File: config.mk
export PLATFORM = sky130hd
export DESIGN_NAME = cipher_microsequencer_decoder
export DESIGN_NICKNAME = d
export VERILOG_FILES = /design/src/cipher_seq_pkg.sv /design/src/cipher_microsequencer_decoder.sv
export SDC_FILE = /design/constraint.sdc
export NUM_CORES = 1
export LEC_CHECK = 0
export BUFFER_PORTS_ARGS = -buffer_cell sky130_fd_sc_hd__buf_2
export CAP_MARGIN = 10
export CORE_ASPECT_RATIO = 0.9
export CORE_UTILIZATION = 35
export CTS_CLUSTER_SIZE = 8
export DETAILED_ROUTE_END_ITERATION = 6
export GPL_TIMING_DRIVEN = 0
export PLACE_DENSITY = 0.55
export SLEW_MARGIN = 20
export SYNTH_ARGS = -nofsm -noshare
export SYNTH_HDL_FRONTEND = slang
export SYNTH_SLANG_ARGS = --single-unit
export TNS_END_PERCENT = 5
File: constraint.sdc
create_clock -name clk_i -period 3.84 [get_ports clk_i]
set_input_delay 0 -clock clk_i [delete_from_list [all_inputs] [get_ports clk_i]]
set_output_delay 0 -clock clk_i [all_outputs]
set_load 0.005 [all_outputs]
File: src/cipher_seq_pkg.sv
package cipher_seq_pkg;
   // Instruction layout: {first byte, second byte, third byte low six bits}
   localparam int INSTR_W = 22;
   localparam int PC_W = 6;
   localparam int FIRST_HI = 21;
   localparam int FIRST_LO = 14;
   localparam int SECOND_HI = 13;
   localparam int SECOND_LO = 6;
   localparam int THIRD_HI = 5;
   localparam int THIRD_LO = 0;
   // Clock cycles per instruction
   localparam int CYCLES_PER_INSTR = 2;

   // Second byte fields
   localparam int FORM_BIT = 4;
   localparam int COND_HI = 3;
   localparam int COND_LO = 0;

   // Clock command bits, first byte
   localparam int CC_SRC_SEL = 7;
   localparam int CC_LR_CLOCK = 6;
   localparam int CC_LATCH_CLOCK = 5;
   localparam int CC_DOUBLE_ROT = 4;
   localparam int CC_KEY_LATCH = 3;
   localparam int CC_CD_LOAD = 2;
   localparam int CC_CD_CLOCK = 1;
   localparam int CC_IN_CLEAR = 0;
   // Clock command bits, second byte
   localparam int CC_OUT_CLEAR = 7;
   localparam int CC_OUT_CLOCK = 6;
   localparam int CC_STORE_IV = 5;

   // Multiplexer select bits
   localparam int MS_ONE = 7;
   localparam int MS_TWO_HI = 6;
   localparam int MS_TWO_LO = 5;
   localparam int MS_THREE = 4;
   localparam int MS_FOUR = 3;
   localparam int MS_FIVE_HI = 2;
   localparam int MS_FIVE_LO = 1;
   localparam int MS_SIX_HI = 0;
   localparam int MS_SIX_LO = 7;
   localparam int MS_THIRTEEN_HI = 6;
   localparam int MS_THIRTEEN_LO = 5;
   localparam logic [1:0] SEL_ILLEGAL = 2'h3;

   // Third byte argument bits
   localparam int ARG_ROT_RIGHT = 0;
   localparam int ARG_PAIR_HI = 2;
   localparam int ARG_PAIR_LO = 1;
   localparam int ARG_INT_SEL = 0;
   localparam int ARG_FORCE_FLAGS = 5;
   localparam int ARG_CFB_BYTE = 4;
   localparam int ARG_CFB_SINGLE = 3;
   localparam int ARG_SERIAL = 2;
   localparam int ARG_MASTER = 1;
   localparam int ARG_ENGAGED = 0;
   localparam int LOOP_W = 4;

   // Conditional operation codes
   localparam logic [3:0] OP_LOOP_LOAD = 4'h0;
   localparam logic [3:0] OP_LOOP_DEC = 4'h1;
   localparam logic [3:0] OP_CALL = 4'h2;
   localparam logic [3:0] OP_RETURN = 4'h3;
   localparam logic [3:0] OP_JUMP = 4'h4;
   localparam logic [3:0] OP_IN_NOT_FULL = 4'h5;
   localparam logic [3:0] OP_OUT_NOT_EMPTY = 4'h6;
   localparam logic [3:0] OP_FULL_EMPTY = 4'h7;
   localparam logic [3:0] OP_KEY_ORDER = 4'h8;
   localparam logic [3:0] OP_ROT_DIR = 4'h9;
   localparam logic [3:0] OP_PAIR = 4'ha;
   localparam logic [3:0] OP_IO_MODE = 4'hb;
   localparam logic [3:0] OP_CLEAR = 4'hc;
   localparam logic [3:0] OP_STEP = 4'hf;

   // Memory map of program store
   localparam int ROM_WORDS = 29;
   localparam int RAM_WORDS = 32;
   localparam int RAM_AW = 5;
   localparam int RAM_SEL_BIT = 5;
   localparam logic [5:0] ENTRY_CIPHER = 6'h00;
   localparam logic [5:0] ENTRY_IV_LOAD = 6'h06;
   localparam logic [5:0] ENTRY_PAR_KEY = 6'h0b;
   localparam logic [5:0] ENTRY_SER_KEY = 6'h10;

   // Software register map
   localparam int ADDR_W = 8;
   localparam int DATA_W = 32;
   localparam logic [7:0] REG_CONFIG = 8'h00;
   localparam logic [7:0] REG_CONTROL = 8'h04;
   localparam logic [7:0] REG_START = 8'h08;
   localparam logic [7:0] REG_STATUS = 8'h0c;
   localparam logic [7:0] REG_RAM_ADDR = 8'h10;
   localparam logic [7:0] REG_RAM_DATA = 8'h14;
   localparam int CFG_KEY_ORDER = 7;
   localparam int CTL_RUN = 0;
   localparam int ST_ENGAGED = 0;
   localparam int ST_IN_FULL = 1;
   localparam int ST_OUT_EMPTY = 2;
   localparam int ST_MUX_ERR = 4;
   localparam int ST_CFB_ERR = 5;
   localparam int ST_RUN = 6;
   localparam int ST_PC_LO = 8;

   typedef enum logic [1:0] {
      SEQ_FETCH = 2'b01,
      SEQ_EXEC = 2'b10
   } seq_state_e;
endpackage : cipher_seq_pkg

File: src/cipher_microsequencer_decoder.sv
module cipher_microsequencer_decoder (
   input wire logic clk_i,
   input wire logic rst_b_i,
   input wire logic [7:0] addr_i,
   input wire logic [31:0] wdata_i,
   input wire logic wr_i,
   input wire logic rd_i,
   output logic [31:0] rdata_o,
   input wire logic in_reg_write_i,
   input wire logic out_reg_read_i,
   output logic in_full_flag_o,
   output logic out_empty_flag_o,
   output logic cipher_src_sel_o,
   output logic cipher_lr_clock_o,
   output logic latch_clock_o,
   output logic double_rotate_o,
   output logic key_reg_latch_o,
   output logic key_cd_load_o,
   output logic key_cd_clock_o,
   output logic out_reg_clock_o,
   output logic store_iv_o,
   output logic rot_right_o,
   output logic rot_left_o,
   output logic mux_one_sel_o,
   output logic [1:0] mux_two_sel_o,
   output logic mux_three_sel_o,
   output logic mux_four_sel_o,
   output logic [1:0] mux_five_sel_o,
   output logic [1:0] mux_six_sel_o,
   output logic [1:0] mux_thirteen_sel_o,
   output logic [1:0] pair_addr_o,
   output logic internal_addr_sel_o,
   output logic [1:0] cfb_width_o,
   output logic serial_key_o,
   output logic force_master_input_o,
   output logic engaged_o,
   output logic error_o,
   output logic [5:0] pc_o
);

   localparam logic [5:0] PC_ONE = 6'h01;
   localparam logic [3:0] LOOP_ONE = 4'h1;

   // Fixed program store, first byte, second byte, third byte
   function automatic logic [21:0] rom_word(input logic [5:0] a);
      logic [23:0] w;
      w = 24'h000000;
      case (a)
         6'h00: w = 24'hc21f00;
         6'h01: w = 24'h421005;
         6'h02: w = 24'h521102;
         6'h03: w = 24'h421005;
         6'h04: w = 24'h521104;
         6'h05: w = 24'h421300;
         6'h06: w = 24'h010b03;
         6'h07: w = 24'h011a00;
         6'h08: w = 24'h001508;
         6'h09: w = 24'h003c00;
         6'h0a: w = 24'h00140a;
         6'h0b: w = 24'h010b03;
         6'h0c: w = 24'h011a00;
         6'h0d: w = 24'h00150d;
         6'h0e: w = 24'h081c00;
         6'h0f: w = 24'h00140f;
         6'h10: w = 24'h010b07;
         6'h11: w = 24'h00140c;
         6'h12: w = 24'h010c00;
         6'h13: w = 24'h071815;
         6'h14: w = 24'h021901;
         6'h15: w = 24'h001515;
         6'h16: w = 24'hc31201;
         6'h17: w = 24'h00171a;
         6'h18: w = 24'h001618;
         6'h19: w = 24'h00d415;
         6'h1a: w = 24'hc3d201;
         6'h1b: w = 24'h00171a;
         6'h1c: w = 24'h001418;
         default: w = 24'h000000;
      endcase
      return {w[23:8], w[5:0]};
   endfunction : rom_word

   // Two-bit select built from a high and low bit
   function automatic logic [1:0] sel2(input logic hi, input logic lo);
      return {hi, lo};
   endfunction : sel2

   cipher_seq_pkg::seq_state_e state_reg;
   logic [5:0] pc_reg;
   logic [5:0] ret_reg;
   logic [3:0] loop_reg;
   logic [21:0] instr_reg;
   logic [21:0] ram_mem [cipher_seq_pkg::RAM_WORDS];
   logic [4:0] ram_addr_reg;
   logic run_reg;
   logic [7:0] config_reg;
   logic in_full_reg;
   logic out_empty_reg;
   logic mux_err_reg;
   logic cfb_err_reg;
   logic [31:0] rdata_reg;
   logic [10:0] strobe_reg;
   logic [10:0] strobe_next;
   logic [12:0] msel_reg;
   logic rot_right_reg;
   logic rot_left_reg;
   logic [1:0] pair_reg;
   logic int_sel_reg;
   logic [1:0] cfb_reg;
   logic serial_reg;
   logic master_reg;
   logic engaged_reg;

   // Decode of the held instruction
   wire [7:0] first_b = instr_reg[cipher_seq_pkg::FIRST_HI:cipher_seq_pkg::FIRST_LO];
   wire [7:0] second_b = instr_reg[cipher_seq_pkg::SECOND_HI:cipher_seq_pkg::SECOND_LO];
   wire [5:0] third_b = instr_reg[cipher_seq_pkg::THIRD_HI:cipher_seq_pkg::THIRD_LO];
   wire [3:0] op = second_b[cipher_seq_pkg::COND_HI:cipher_seq_pkg::COND_LO];
   wire exec = run_reg && (state_reg == cipher_seq_pkg::SEQ_EXEC);
   wire clock_form = second_b[cipher_seq_pkg::FORM_BIT];
   wire cc_exec = exec && clock_form;
   wire ms_exec = exec && !clock_form;
   wire [5:0] pc_inc = pc_reg + PC_ONE;
   wire [3:0] loop_dec = loop_reg - LOOP_ONE;
   wire [21:0] fetch_word = pc_reg[cipher_seq_pkg::RAM_SEL_BIT] ?
      ram_mem[pc_reg[4:0]] : rom_word(pc_reg);

   wire [1:0] two_sel = sel2(first_b[cipher_seq_pkg::MS_TWO_HI],
                             first_b[cipher_seq_pkg::MS_TWO_LO]);
   wire [1:0] five_sel = sel2(first_b[cipher_seq_pkg::MS_FIVE_HI],
                              first_b[cipher_seq_pkg::MS_FIVE_LO]);
   wire [1:0] six_sel = sel2(first_b[cipher_seq_pkg::MS_SIX_HI],
                             second_b[cipher_seq_pkg::MS_SIX_LO]);
   wire [1:0] thirteen_sel = sel2(second_b[cipher_seq_pkg::MS_THIRTEEN_HI],
                                  second_b[cipher_seq_pkg::MS_THIRTEEN_LO]);
   wire mux_bad = ms_exec && ((two_sel == cipher_seq_pkg::SEL_ILLEGAL) ||
      (five_sel == cipher_seq_pkg::SEL_ILLEGAL) ||
      (six_sel == cipher_seq_pkg::SEL_ILLEGAL));
   wire [1:0] cfb_arg = sel2(third_b[cipher_seq_pkg::ARG_CFB_SINGLE],
                             third_b[cipher_seq_pkg::ARG_CFB_BYTE]);
   wire is_io = exec && (op == cipher_seq_pkg::OP_IO_MODE);
   wire is_clear = exec && (op == cipher_seq_pkg::OP_CLEAR);
   wire is_rot = exec && (op == cipher_seq_pkg::OP_ROT_DIR);
   wire is_pair = exec && (op == cipher_seq_pkg::OP_PAIR);
   wire cfb_bad = is_io && (cfb_arg == cipher_seq_pkg::SEL_ILLEGAL);
   wire force_flags = is_io && third_b[cipher_seq_pkg::ARG_FORCE_FLAGS];

   // Branch decision; unused codes simply step
   logic take_jump;
   logic [5:0] pc_next;
   always_comb begin
      take_jump = 1'b0;
      case (op)
         cipher_seq_pkg::OP_LOOP_DEC: take_jump = (loop_dec != 4'h0);
         cipher_seq_pkg::OP_CALL: take_jump = 1'b1;
         cipher_seq_pkg::OP_JUMP: take_jump = 1'b1;
         cipher_seq_pkg::OP_IN_NOT_FULL: take_jump = !in_full_reg;
         cipher_seq_pkg::OP_OUT_NOT_EMPTY: take_jump = !out_empty_reg;
         cipher_seq_pkg::OP_FULL_EMPTY: take_jump = in_full_reg && out_empty_reg;
         cipher_seq_pkg::OP_KEY_ORDER:
            take_jump = !config_reg[cipher_seq_pkg::CFG_KEY_ORDER];
         default: take_jump = 1'b0;
      endcase
      if (op == cipher_seq_pkg::OP_RETURN) begin
         pc_next = ret_reg;
      end else if (take_jump) begin
         pc_next = third_b;
      end else begin
         pc_next = pc_inc;
      end
   end

   // Clock command strobes, decoded in the execute phase, output for one cycle after it
   always_comb begin
      strobe_next = 11'h000;
      if (cc_exec) begin
         strobe_next = {first_b, second_b[7:5]};
      end
   end

   // Register bus decode
   wire wr_config = wr_i && (addr_i == cipher_seq_pkg::REG_CONFIG);
   wire wr_control = wr_i && (addr_i == cipher_seq_pkg::REG_CONTROL);
   wire wr_start = wr_i && (addr_i == cipher_seq_pkg::REG_START);
   wire wr_status = wr_i && (addr_i == cipher_seq_pkg::REG_STATUS);
   wire wr_ram_addr = wr_i && (addr_i == cipher_seq_pkg::REG_RAM_ADDR);
   wire wr_ram_data = wr_i && (addr_i == cipher_seq_pkg::REG_RAM_DATA);
   wire [31:0] status_word = {18'h00000, pc_reg, 1'b0, run_reg, cfb_err_reg,
      mux_err_reg, 1'b0, out_empty_reg, in_full_reg, engaged_reg};
   logic [31:0] read_mux;
   always_comb begin
      case (addr_i)
         cipher_seq_pkg::REG_CONFIG: read_mux = {24'h000000, config_reg};
         cipher_seq_pkg::REG_CONTROL: read_mux = {31'h00000000, run_reg};
         cipher_seq_pkg::REG_START: read_mux = {26'h0000000, pc_reg};
         cipher_seq_pkg::REG_STATUS: read_mux = status_word;
         cipher_seq_pkg::REG_RAM_ADDR: read_mux = {27'h0000000, ram_addr_reg};
         default: read_mux = 32'h00000000;
      endcase
   end

   // Sequencer: fetch then execute, so two cycles per instruction
   always_ff @(posedge clk_i or negedge rst_b_i) begin
      if (!rst_b_i) begin
         state_reg <= cipher_seq_pkg::SEQ_FETCH;
         pc_reg <= cipher_seq_pkg::ENTRY_CIPHER;
         instr_reg <= 22'h000000;
      end else if (wr_start) begin
         state_reg <= cipher_seq_pkg::SEQ_FETCH;
         pc_reg <= wdata_i[5:0];
      end else if (run_reg) begin
         case (state_reg)
            cipher_seq_pkg::SEQ_FETCH: begin
               instr_reg <= fetch_word;
               state_reg <= cipher_seq_pkg::SEQ_EXEC;
            end
            cipher_seq_pkg::SEQ_EXEC: begin
               pc_reg <= pc_next;
               state_reg <= cipher_seq_pkg::SEQ_FETCH;
            end
            default: state_reg <= cipher_seq_pkg::SEQ_FETCH;
         endcase
      end
   end

   // Loop counter and single return slot
   always_ff @(posedge clk_i or negedge rst_b_i) begin
      if (!rst_b_i) begin
         loop_reg <= 4'h0;
         ret_reg <= 6'h00;
      end else if (exec) begin
         if (op == cipher_seq_pkg::OP_LOOP_LOAD) begin
            loop_reg <= third_b[3:0];
         end else if (op == cipher_seq_pkg::OP_LOOP_DEC) begin
            loop_reg <= loop_dec;
         end
         if (op == cipher_seq_pkg::OP_CALL) begin
            ret_reg <= pc_inc;
         end
      end
   end

   // Program RAM loaded by software, address auto-increments
   always_ff @(posedge clk_i) begin
      if (wr_ram_data) begin
         ram_mem[ram_addr_reg] <= wdata_i[21:0];
      end
   end

   always_ff @(posedge clk_i or negedge rst_b_i) begin
      if (!rst_b_i) begin
         ram_addr_reg <= 5'h00;
         run_reg <= 1'b0;
         config_reg <= 8'h00;
         rdata_reg <= 32'h00000000;
      end else begin
         if (wr_ram_addr) begin
            ram_addr_reg <= wdata_i[4:0];
         end else if (wr_ram_data) begin
            ram_addr_reg <= ram_addr_reg + 5'h01;
         end
         if (wr_control) begin
            run_reg <= wdata_i[cipher_seq_pkg::CTL_RUN];
         end
         if (wr_config) begin
            config_reg <= wdata_i[7:0];
         end
         rdata_reg <= rd_i ? read_mux : 32'h00000000;
      end
   end

   // Handshake flags; any set wins over a same-cycle clear
   always_ff @(posedge clk_i or negedge rst_b_i) begin
      if (!rst_b_i) begin
         in_full_reg <= 1'b0;
         out_empty_reg <= 1'b1;
      end else begin
         if (in_reg_write_i || force_flags) begin
            in_full_reg <= 1'b1;
         end else if (cc_exec && first_b[cipher_seq_pkg::CC_IN_CLEAR]) begin
            in_full_reg <= 1'b0;
         end
         if (out_reg_read_i || force_flags) begin
            out_empty_reg <= 1'b1;
         end else if (cc_exec && second_b[cipher_seq_pkg::CC_OUT_CLEAR]) begin
            out_empty_reg <= 1'b0;
         end
      end
   end

   // Sticky decode errors, cleared by writing one; a new error wins
   always_ff @(posedge clk_i or negedge rst_b_i) begin
      if (!rst_b_i) begin
         mux_err_reg <= 1'b0;
         cfb_err_reg <= 1'b0;
      end else begin
         if (mux_bad) begin
            mux_err_reg <= 1'b1;
         end else if (wr_status && wdata_i[cipher_seq_pkg::ST_MUX_ERR]) begin
            mux_err_reg <= 1'b0;
         end
         if (cfb_bad) begin
            cfb_err_reg <= 1'b1;
         end else if (wr_status && wdata_i[cipher_seq_pkg::ST_CFB_ERR]) begin
            cfb_err_reg <= 1'b0;
         end
      end
   end

   // Select form: selects held until the next select instruction
   always_ff @(posedge clk_i or negedge rst_b_i) begin
      if (!rst_b_i) begin
         strobe_reg <= 11'h000;
         msel_reg <= 13'h0000;
      end else begin
         strobe_reg <= strobe_next;
         if (ms_exec) begin
            msel_reg <= {first_b[cipher_seq_pkg::MS_ONE], two_sel,
               first_b[cipher_seq_pkg::MS_THREE], first_b[cipher_seq_pkg::MS_FOUR],
               five_sel, six_sel, thirteen_sel, 2'h0};
         end
      end
   end

   // Control bits set by argument operations, all dropped by clear
   always_ff @(posedge clk_i or negedge rst_b_i) begin
      if (!rst_b_i) begin
         rot_right_reg <= 1'b0;
         rot_left_reg <= 1'b0;
         pair_reg <= 2'h0;
         int_sel_reg <= 1'b0;
         cfb_reg <= 2'h0;
         serial_reg <= 1'b0;
         master_reg <= 1'b0;
         engaged_reg <= 1'b0;
      end else if (is_clear) begin
         rot_right_reg <= 1'b0;
         rot_left_reg <= 1'b0;
         pair_reg <= 2'h0;
         int_sel_reg <= 1'b0;
         cfb_reg <= 2'h0;
         serial_reg <= 1'b0;
         master_reg <= 1'b0;
         engaged_reg <= 1'b0;
      end else if (is_rot) begin
         rot_right_reg <= third_b[cipher_seq_pkg::ARG_ROT_RIGHT];
         rot_left_reg <= !third_b[cipher_seq_pkg::ARG_ROT_RIGHT];
      end else if (is_pair) begin
         pair_reg <= third_b[cipher_seq_pkg::ARG_PAIR_HI:cipher_seq_pkg::ARG_PAIR_LO];
         int_sel_reg <= third_b[cipher_seq_pkg::ARG_INT_SEL];
      end else if (is_io) begin
         cfb_reg <= cfb_arg;
         serial_reg <= third_b[cipher_seq_pkg::ARG_SERIAL];
         master_reg <= third_b[cipher_seq_pkg::ARG_MASTER];
         engaged_reg <= third_b[cipher_seq_pkg::ARG_ENGAGED];
      end
   end

   assign rdata_o = rdata_reg;
   assign in_full_flag_o = in_full_reg;
   assign out_empty_flag_o = out_empty_reg;
   assign cipher_src_sel_o = strobe_reg[10];
   assign cipher_lr_clock_o = strobe_reg[9];
   assign latch_clock_o = strobe_reg[8];
   assign double_rotate_o = strobe_reg[7];
   assign key_reg_latch_o = strobe_reg[6];
   assign key_cd_load_o = strobe_reg[5];
   assign key_cd_clock_o = strobe_reg[4];
   assign out_reg_clock_o = strobe_reg[1];
   assign store_iv_o = strobe_reg[0];
   assign rot_right_o = rot_right_reg;
   assign rot_left_o = rot_left_reg;
   assign mux_one_sel_o = msel_reg[12];
   assign mux_two_sel_o = msel_reg[11:10];
   assign mux_three_sel_o = msel_reg[9];
   assign mux_four_sel_o = msel_reg[8];
   assign mux_five_sel_o = msel_reg[7:6];
   assign mux_six_sel_o = msel_reg[5:4];
   assign mux_thirteen_sel_o = msel_reg[3:2];
   // Pair from microcode or from software config bits
   assign pair_addr_o = int_sel_reg ? pair_reg : config_reg[1:0];
   assign internal_addr_sel_o = int_sel_reg;
   assign cfb_width_o = cfb_reg;
   assign serial_key_o = serial_reg;
   assign force_master_input_o = master_reg;
   assign engaged_o = engaged_reg;
   assign error_o = mux_err_reg || cfb_err_reg;
   assign pc_o = pc_reg;

endmodule : cipher_microsequencer_decoder

==> flow_metrics.tcl, run 1 <==
set metrics [dict create \
    reg2reg_from "pc_o[2]" \
    synth_edf_count 704 \
    grt_use_total_pct 22.83 \
    syn_inst 1806 \
    cts_buffers 111 \
    final_cells 3351 \
    reg2reg_depth 10 \
    grt_pass1_vias 19221 \
    finalCritPeriodShare_pct 101.7 \
    ant_nets 0 \
    slowest_delay_ns 0.75 \
    syn_area_mm2 0.03267 \
    worstSetupStartpoint "pc_o[2]" \
    crit_type "register to register" \
    async_reset_ff_share_pct 12.66 \
    fin_area_mm2 0.03933 \
    min_period_ns 3.906 \
    nFillCells 8013 \
    cp_cell_sequence "inv_1 > clkbuf_1 > clkbuf_2 > ha_1 > nor2b_1 > o221ai_1 > a21oi_1 > a2111oi_1 > clkdlybuf4s18_2 > o21ai_1" \
    antenna_found_initial 2 \
    syn_to_final_growth_pct 20.39 \
    hold_path_class "input port to register" \
    leakagePower_nw 13.19 \
    fin_skew_ns 0.07813 \
    critPathCapture "instr_reg[3]" \
    avgSynthCellArea_um2 18.09 \
    portBuffers 88 \
    critPathSlowestCell "clkbuf_1" \
    ys_seq_area_share_pct 72.52 \
    vdd_drop_max_mv 0.3700 \
    grt_overflow_total 0 \
    synth.area.top_cells "edfxtp_1, mux4_2, dfrtp_1" \
    die-width_um 324.1 \
    end_kind "register" \
    tightestPinTransition_ns 1.234 \
    n_antenna_cell 0 \
    dp_cells 3182 \
    drive_gt1_share_pct 27.06 \
    finalSetupViolations 1 \
    cts_root_buffer "clkbuf_16" \
    outcome "finished, violations left" \
    core_mm2 0.09183 \
    crit_required_ns 4.39 \
    drt_iter0_drc 2711 \
    fmax_mhz 256.0 \
    die_h_um 291.9 \
    cap_viol_max_count 0 \
    placed_cell_area_mm2 0.03593 \
    rsz0062_at_grt "true" \
    largest_reg_flops 704 \
    ys_ff_latch 806 \
    hpwl_um 71690 \
    rows 105 \
    r2r-end "instr_reg[3]" \
    viasPerCell 5.822 \
    slew_headroom_pct 17.70 \
    dr.pass1.iters 6 \
    crit_buf_inv 4 \
    layout.nets 2168 \
    ys_warn_count 0 \
    violations "negative setup slack" \
    path_depth 10 \
    die-area_mm2 0.09458 \
    io_pins 117 \
    cts_tree "yes" \
    utilization_pct 42.83 \
    cp_top_family "buffers and inverters" \
    synth_cell_type_count 68 \
    cts.sinks 806 \
    grt_start_max_net_pins 60 \
    post_cts_buffers 0 \
    maxSlewViolCount 0 \
    cts-htree-levels 3 \
    routedWlPerCell_um 32.04 \
    drc 0 \
    arrival_ns 4.46 \
    yosysTopAreaCellShare_pct 64.70 \
    grt_pass1_wl_um 149100 \
    wirelength_um 107400 \
    r2r_slack_ns -0.07 \
    clk_path_buf_depth 3 \
    p_total_mw 22.45 \
    clk_latency_ns 0.70 \
    start_util_pct 35.58 \
    cp_max_fo 11 \
    cp-start-kind "register" \
    via_count 19509 \
    synth_flop_cell "edfxtp_1" \
    gp_routability_congestion 0.9096 \
    fin_ws_ns -0.06609 \
    hold_violations 0 \
    powerDensity_mw_per_mm2 570.8 \
    hold_slack_ns 0.06449 \
    synth_area_leader_cell "edfxtp_1" \
    clkSlewWorstSetupHoldPaths_ns 0.05 \
]
[layout by cell type, fill, tap and decap left out, types with 5 or more instances in the layout]
cell / count
a211oi_1: 11
a21oi_1: 56
a221oi_1: 6
a22oi_1: 24
a311oi_1: 5
a31oi_1: 17
and3_1: 21
buf_1: 7
buf_12: 15
buf_16: 23
buf_2: 119
buf_4: 27
buf_6: 13
clkbuf_1: 52
clkbuf_16: 112
conb_1: 18
dfrtp_1: 100
dlygate4sd3_1: 39
edfxtp_1: 704
ha_1: 17
inv_1: 13
mux2_2: 26
mux2i_1: 56
mux4_2: 175
nand2_1: 88
nand3_1: 32
nor2_1: 63
nor2_4: 32
nor2b_1: 25
nor3_1: 16
nor3_2: 5
o211ai_1: 5
o21ai_0: 49
o21ai_1: 20
o221ai_1: 5
o22ai_1: 22
o31ai_1: 7
[synth_stat cells, drive strengths merged, types with 5 or more instances]
library cell,count
edfxtp,704
mux4,175
dfrtp,100
nor2,96
nand2,88
buf,78
o21ai,70
a21oi,57
mux2i,56
clkbuf,46
nand3,32
mux2,26
nor2b,25
a22oi,24
o22ai,22
and3,21
nor3,21
a31oi,17
ha,17
inv,15
a211oi,11
o31ai,7
a221oi,6
a311oi,5
o211ai,5
o221ai,5
[how the worst min path moves through the flow]
stage,startpoint,to,slack [ns],depth (start not counted)
finish,addr_i[5],pc_o[3],0.06,4
floorplan,rst_b_i,cfb_err_reg,-0.30,0
global placement,in_reg_write_i,in_full_flag_o,0.23,2
global route,addr_i[5],pc_o[3],0.12,4
CTS,addr_i[5],pc_o[3],0.02,4
detailed placement,rst_b_i,rdata_o[10],-0.05,1
[area by class of cell]
type	instances	area (um2)	area share, %
repair buffers	169	1822	4.631
inverters	15	56.30	0.1431
multi-input cells	878	8564	21.77
clock inverters	8	120.1	0.3054
flip-flops and latches	806	23700	60.24
plain buffers	124	700.7	1.781
clock buffers	121	2836	7.211
well taps	1230	1539	3.913
[per-layer routing]
metal | vias up | GRT usage, % | part of all wire [%]
met5 | - | 0 | 0.0065
li1 | 7837 | - | -
met4 | 2 | 8.053 | 3.7
met2 | 1148 | 34.30 | 45
met3 | 234 | 4.474 | 9.3
met1 | 10288 | 32.98 | 42
[metrics by stage]
stage | setup TNS (ns) | setup slack [ns]
2_1_floorplan | 0 | 1.282
3_3_place_gp | -603.99 | -1.177
3_5_place_dp | -2.259 | -0.6439
4_1_cts | 0 | 0.03261
5_1_grt | -0.1124 | -0.1124
6_report | -0.06609 | -0.06609
[logic make-up (layout without fill, tap and decap cells)]
logic type                 Yosys count  after routing  synth area share (%)
adders and majority gates           17             17                0.6510
muxes                              257            257                 14.67
buffers and inverters              139            437                 2.275
DFF                                806            806                 72.52
xor gates and xnor gates             4              4                0.1072
AOI/OAI and AO/OA                  258            258                 5.024
and+or+nand+nor                    324            324                 4.733
other                                1             18               0.01148
[power by group]
group	internal, mW	switching (mW)	total, mW
Combinational	1.28	2.60	3.88
Clock	5.13	3.52	8.65
Sequential	9.69	0.239	9.92
[timing repair]
item                                    CTS  global route
gates cloned                              0             0
hold buffers                             40             0
resized for setup                         6             3
hold endpoints to repair                834             0
endpoints found under the setup margin    9             4
[worst reg2reg max path, cell delays in order, from the launching register on]
cell	delay [ns]
dfrtp_1	0.51
inv_1	0.36
clkbuf_1	0.75
clkbuf_2	0.63
ha_1	0.35
nor2b_1	0.19
o221ai_1	0.13
a21oi_1	0.36
a2111oi_1	0.10
clkdlybuf4s18_2	0.32
o21ai_1	0.13
Note: power is estimated with default switching activity, not from simulation.
==> inputs of run 2 (changes only) <==
--- a/config.mk
+++ b/config.mk
@@ -11,8 +11,6 @@
 export CORE_UTILIZATION = 35
 export CTS_CLUSTER_SIZE = 8
 export DETAILED_ROUTE_END_ITERATION = 6
-export GPL_TIMING_DRIVEN = 0
-export PLACE_DENSITY = 0.55
 export SLEW_MARGIN = 20
 export SYNTH_ARGS = -nofsm -noshare
 export SYNTH_HDL_FRONTEND = slang
==> run 2 against run 1 <==
The run now ends clean. Clock skew decreased by 0.024 ns. Die area did not move. Power decreased by 1.7%. Register-to-register slack improved by 0.55 ns. Worst hold slack better by 0.056 ns. Routed wire length is 15% lower. Critical path type unchanged.
==> flow_metrics.tcl, run 2 (same netlist as run 1, synthesis figures left out) <==
set metrics [dict create \
    cts_root_buffer "clkbuf_16" \
    core_mm2 0.09183 \
    final_cells 3300 \
    clkSlewWorstSetupHoldPaths_ns 0.06 \
    maxSlewViolCount 0 \
    via_count 18745 \
    io_pins 117 \
    post_cts_buffers 0 \
    die-area_mm2 0.09458 \
    cts-htree-levels 3 \
    dp_cells 3102 \
    gp_routability_congestion 0.8579 \
    fin_area_mm2 0.03850 \
    syn_to_final_growth_pct 17.85 \
    p_sw_mw 5.908 \
    placed_cell_area_mm2 0.03505 \
    grt_pass1_wl_um 129900 \
    end_kind "register" \
    arrival_ns 3.86 \
    cts_buffers 110 \
    drt_iter0_drc 2412 \
    clk_path_buf_depth 3 \
    viasPerCell 5.680 \
    cp-start-kind "register" \
    dp_slack_ns 0.6254 \
    min_period_ns 3.360 \
    p_int_mw 16.15 \
    crit_type "register to register" \
    cap_viol_max_count 0 \
    portBuffers 88 \
    finalCritPeriodShare_pct 87.51 \
    cts.sinks 806 \
    drc 0 \
    nFillCells 8001 \
    hold_path_class "input port to register" \
    fin_skew_ns 0.05434 \
    combPwrFrac_pct 14.6 \
    dr.pass1.iters 6 \
    finalSetupViolations 0 \
    netSwitchingFraction_pct 26.78 \
    start_util_pct 35.58 \
    wirelength_um 90910 \
    routedWlPerCell_um 27.55 \
    crit_required_ns 4.34 \
    cp_max_fo 33 \
    grt_use_total_pct 19.19 \
    layout.nets 2087 \
    leakagePower_nw 12.80 \
    cts_tree "yes" \
    vdd_drop_max_mv 0.3866 \
    hpwl_um 53720 \
    grt_start_max_net_pins 88 \
    rsz0062_at_grt "false" \
    rows 105 \
    seqPwrFrac_pct 45.9 \
    ant_nets 0 \
    fmax_mhz 297.6 \
    grt_overflow_total 0 \
    largest_reg_flops 704 \
    tightestPinTransition_ns 1.204 \
    antenna_found_initial 2 \
    clock_power_share_pct 39.5 \
    drive_gt1_share_pct 26.09 \
    slew_headroom_pct 19.43 \
    die-width_um 324.1 \
    clk_latency_ns 0.69 \
    grt_pass1_vias 18235 \
    n_antenna_cell 0 \
    hold_violations 0 \
    mostFrequentLayoutCell "edfxtp_1" \
    die_h_um 291.9 \
    powerDensity_mw_per_mm2 573.0 \
    layout_common_cells "edfxtp_1, mux4_2, clkbuf_16" \
    outcome "completed" \
    fin_ws_ns 0.4797 \
]
run 2: cell types whose count changed in the layout (fill, tap and decap cells not counted), moves of 4 or more:
cell      previous run  this run
buf_6               13         0
clkbuf_1            52        41
buf_12              15        10
dfrtp_1            100        96
buf_4               27        76
buf_1                7         0
buf_16              23         0
buf_2              119        87
run 2: stage by stage:
step	setup TNS (ns)	hold WS, ns	total power [mW]	utilization [%]
5_1_grt	0	0.1272	22.72	41.93
6_report	0	0.1200	22.06	41.93
2_1_floorplan	0	-0.2956	12.03	-
3_5_place_dp	0	0.1374	13.42	38.17
4_1_cts	0	0.08451	22.13	41.93
3_3_place_gp	-0.1140	0.1234	13.37	38.16
run 2: timing repair:
action / in CTS / in global routing
hold buffers: 40 / 0
hold endpoints to repair: 791 / 0
resized for setup: 0 / 0
setup endpoints to repair: 0 / 0
run 2: final cells by class:
cell class / instances / area [um2] / area share (%)
Clock buffer: 152 / 2932 / 7.614
Tap cell: 1230 / 1539 / 3.997
Multi-Input combinational cell: 878 / 8544 / 22.19
Timing Repair Buffer: 213 / 1607 / 4.172
Inverter: 15 / 56.30 / 0.1462
Sequential cell: 806 / 23710 / 61.57
Clock inverter: 6 / 117.6 / 0.3055
run 2: power groups by stage:
stage          combinational, mW  sequential, mW  clock [mW]
6_report                    3.22            10.1        8.71
5_1_grt                     3.40            10.1        9.19
4_1_cts                     3.18            10.1        8.84
3_5_place_dp                3.14            10.3           0
3_3_place_gp                3.10            10.3           0
2_1_floorplan               2.07            9.96           0
run 2: path summary, 6_finish.rpt:
kind	start	endpoint	slack [ns]	depth (start not counted)
hold / removal	in_reg_write_i	in_full_flag_o	0.12	3
setup reg to reg	pc_o[1]	instr_reg[3]	0.48	7
min in group asynchronous	rst_b_i	rdata_o[2]	0.46	3
hold reg to reg	ret_reg[0]	ret_reg[0]	0.49	2
max in group asynchronous	rst_b_i	pc_o[0]	1.61	4
setup / recovery	pc_o[1]	instr_reg[3]	0.48	7
run 2: critical path, cell delays in order, from the launching register on:
cell       delay, ns
dfrtp_4         0.95
inv_2           0.35
ha_1            0.37
mux2_2          0.29
o221ai_1        0.16
a21oi_1         0.15
a2111oi_2       0.77
o21ai_1         0.10
run 2: per-layer routing:
metal	GRT usage [%]	wire [um]
met5	0	12
met4	5.729	2379
met3	3.510	8628
met2	28.29	40310
met1	28.79	39570
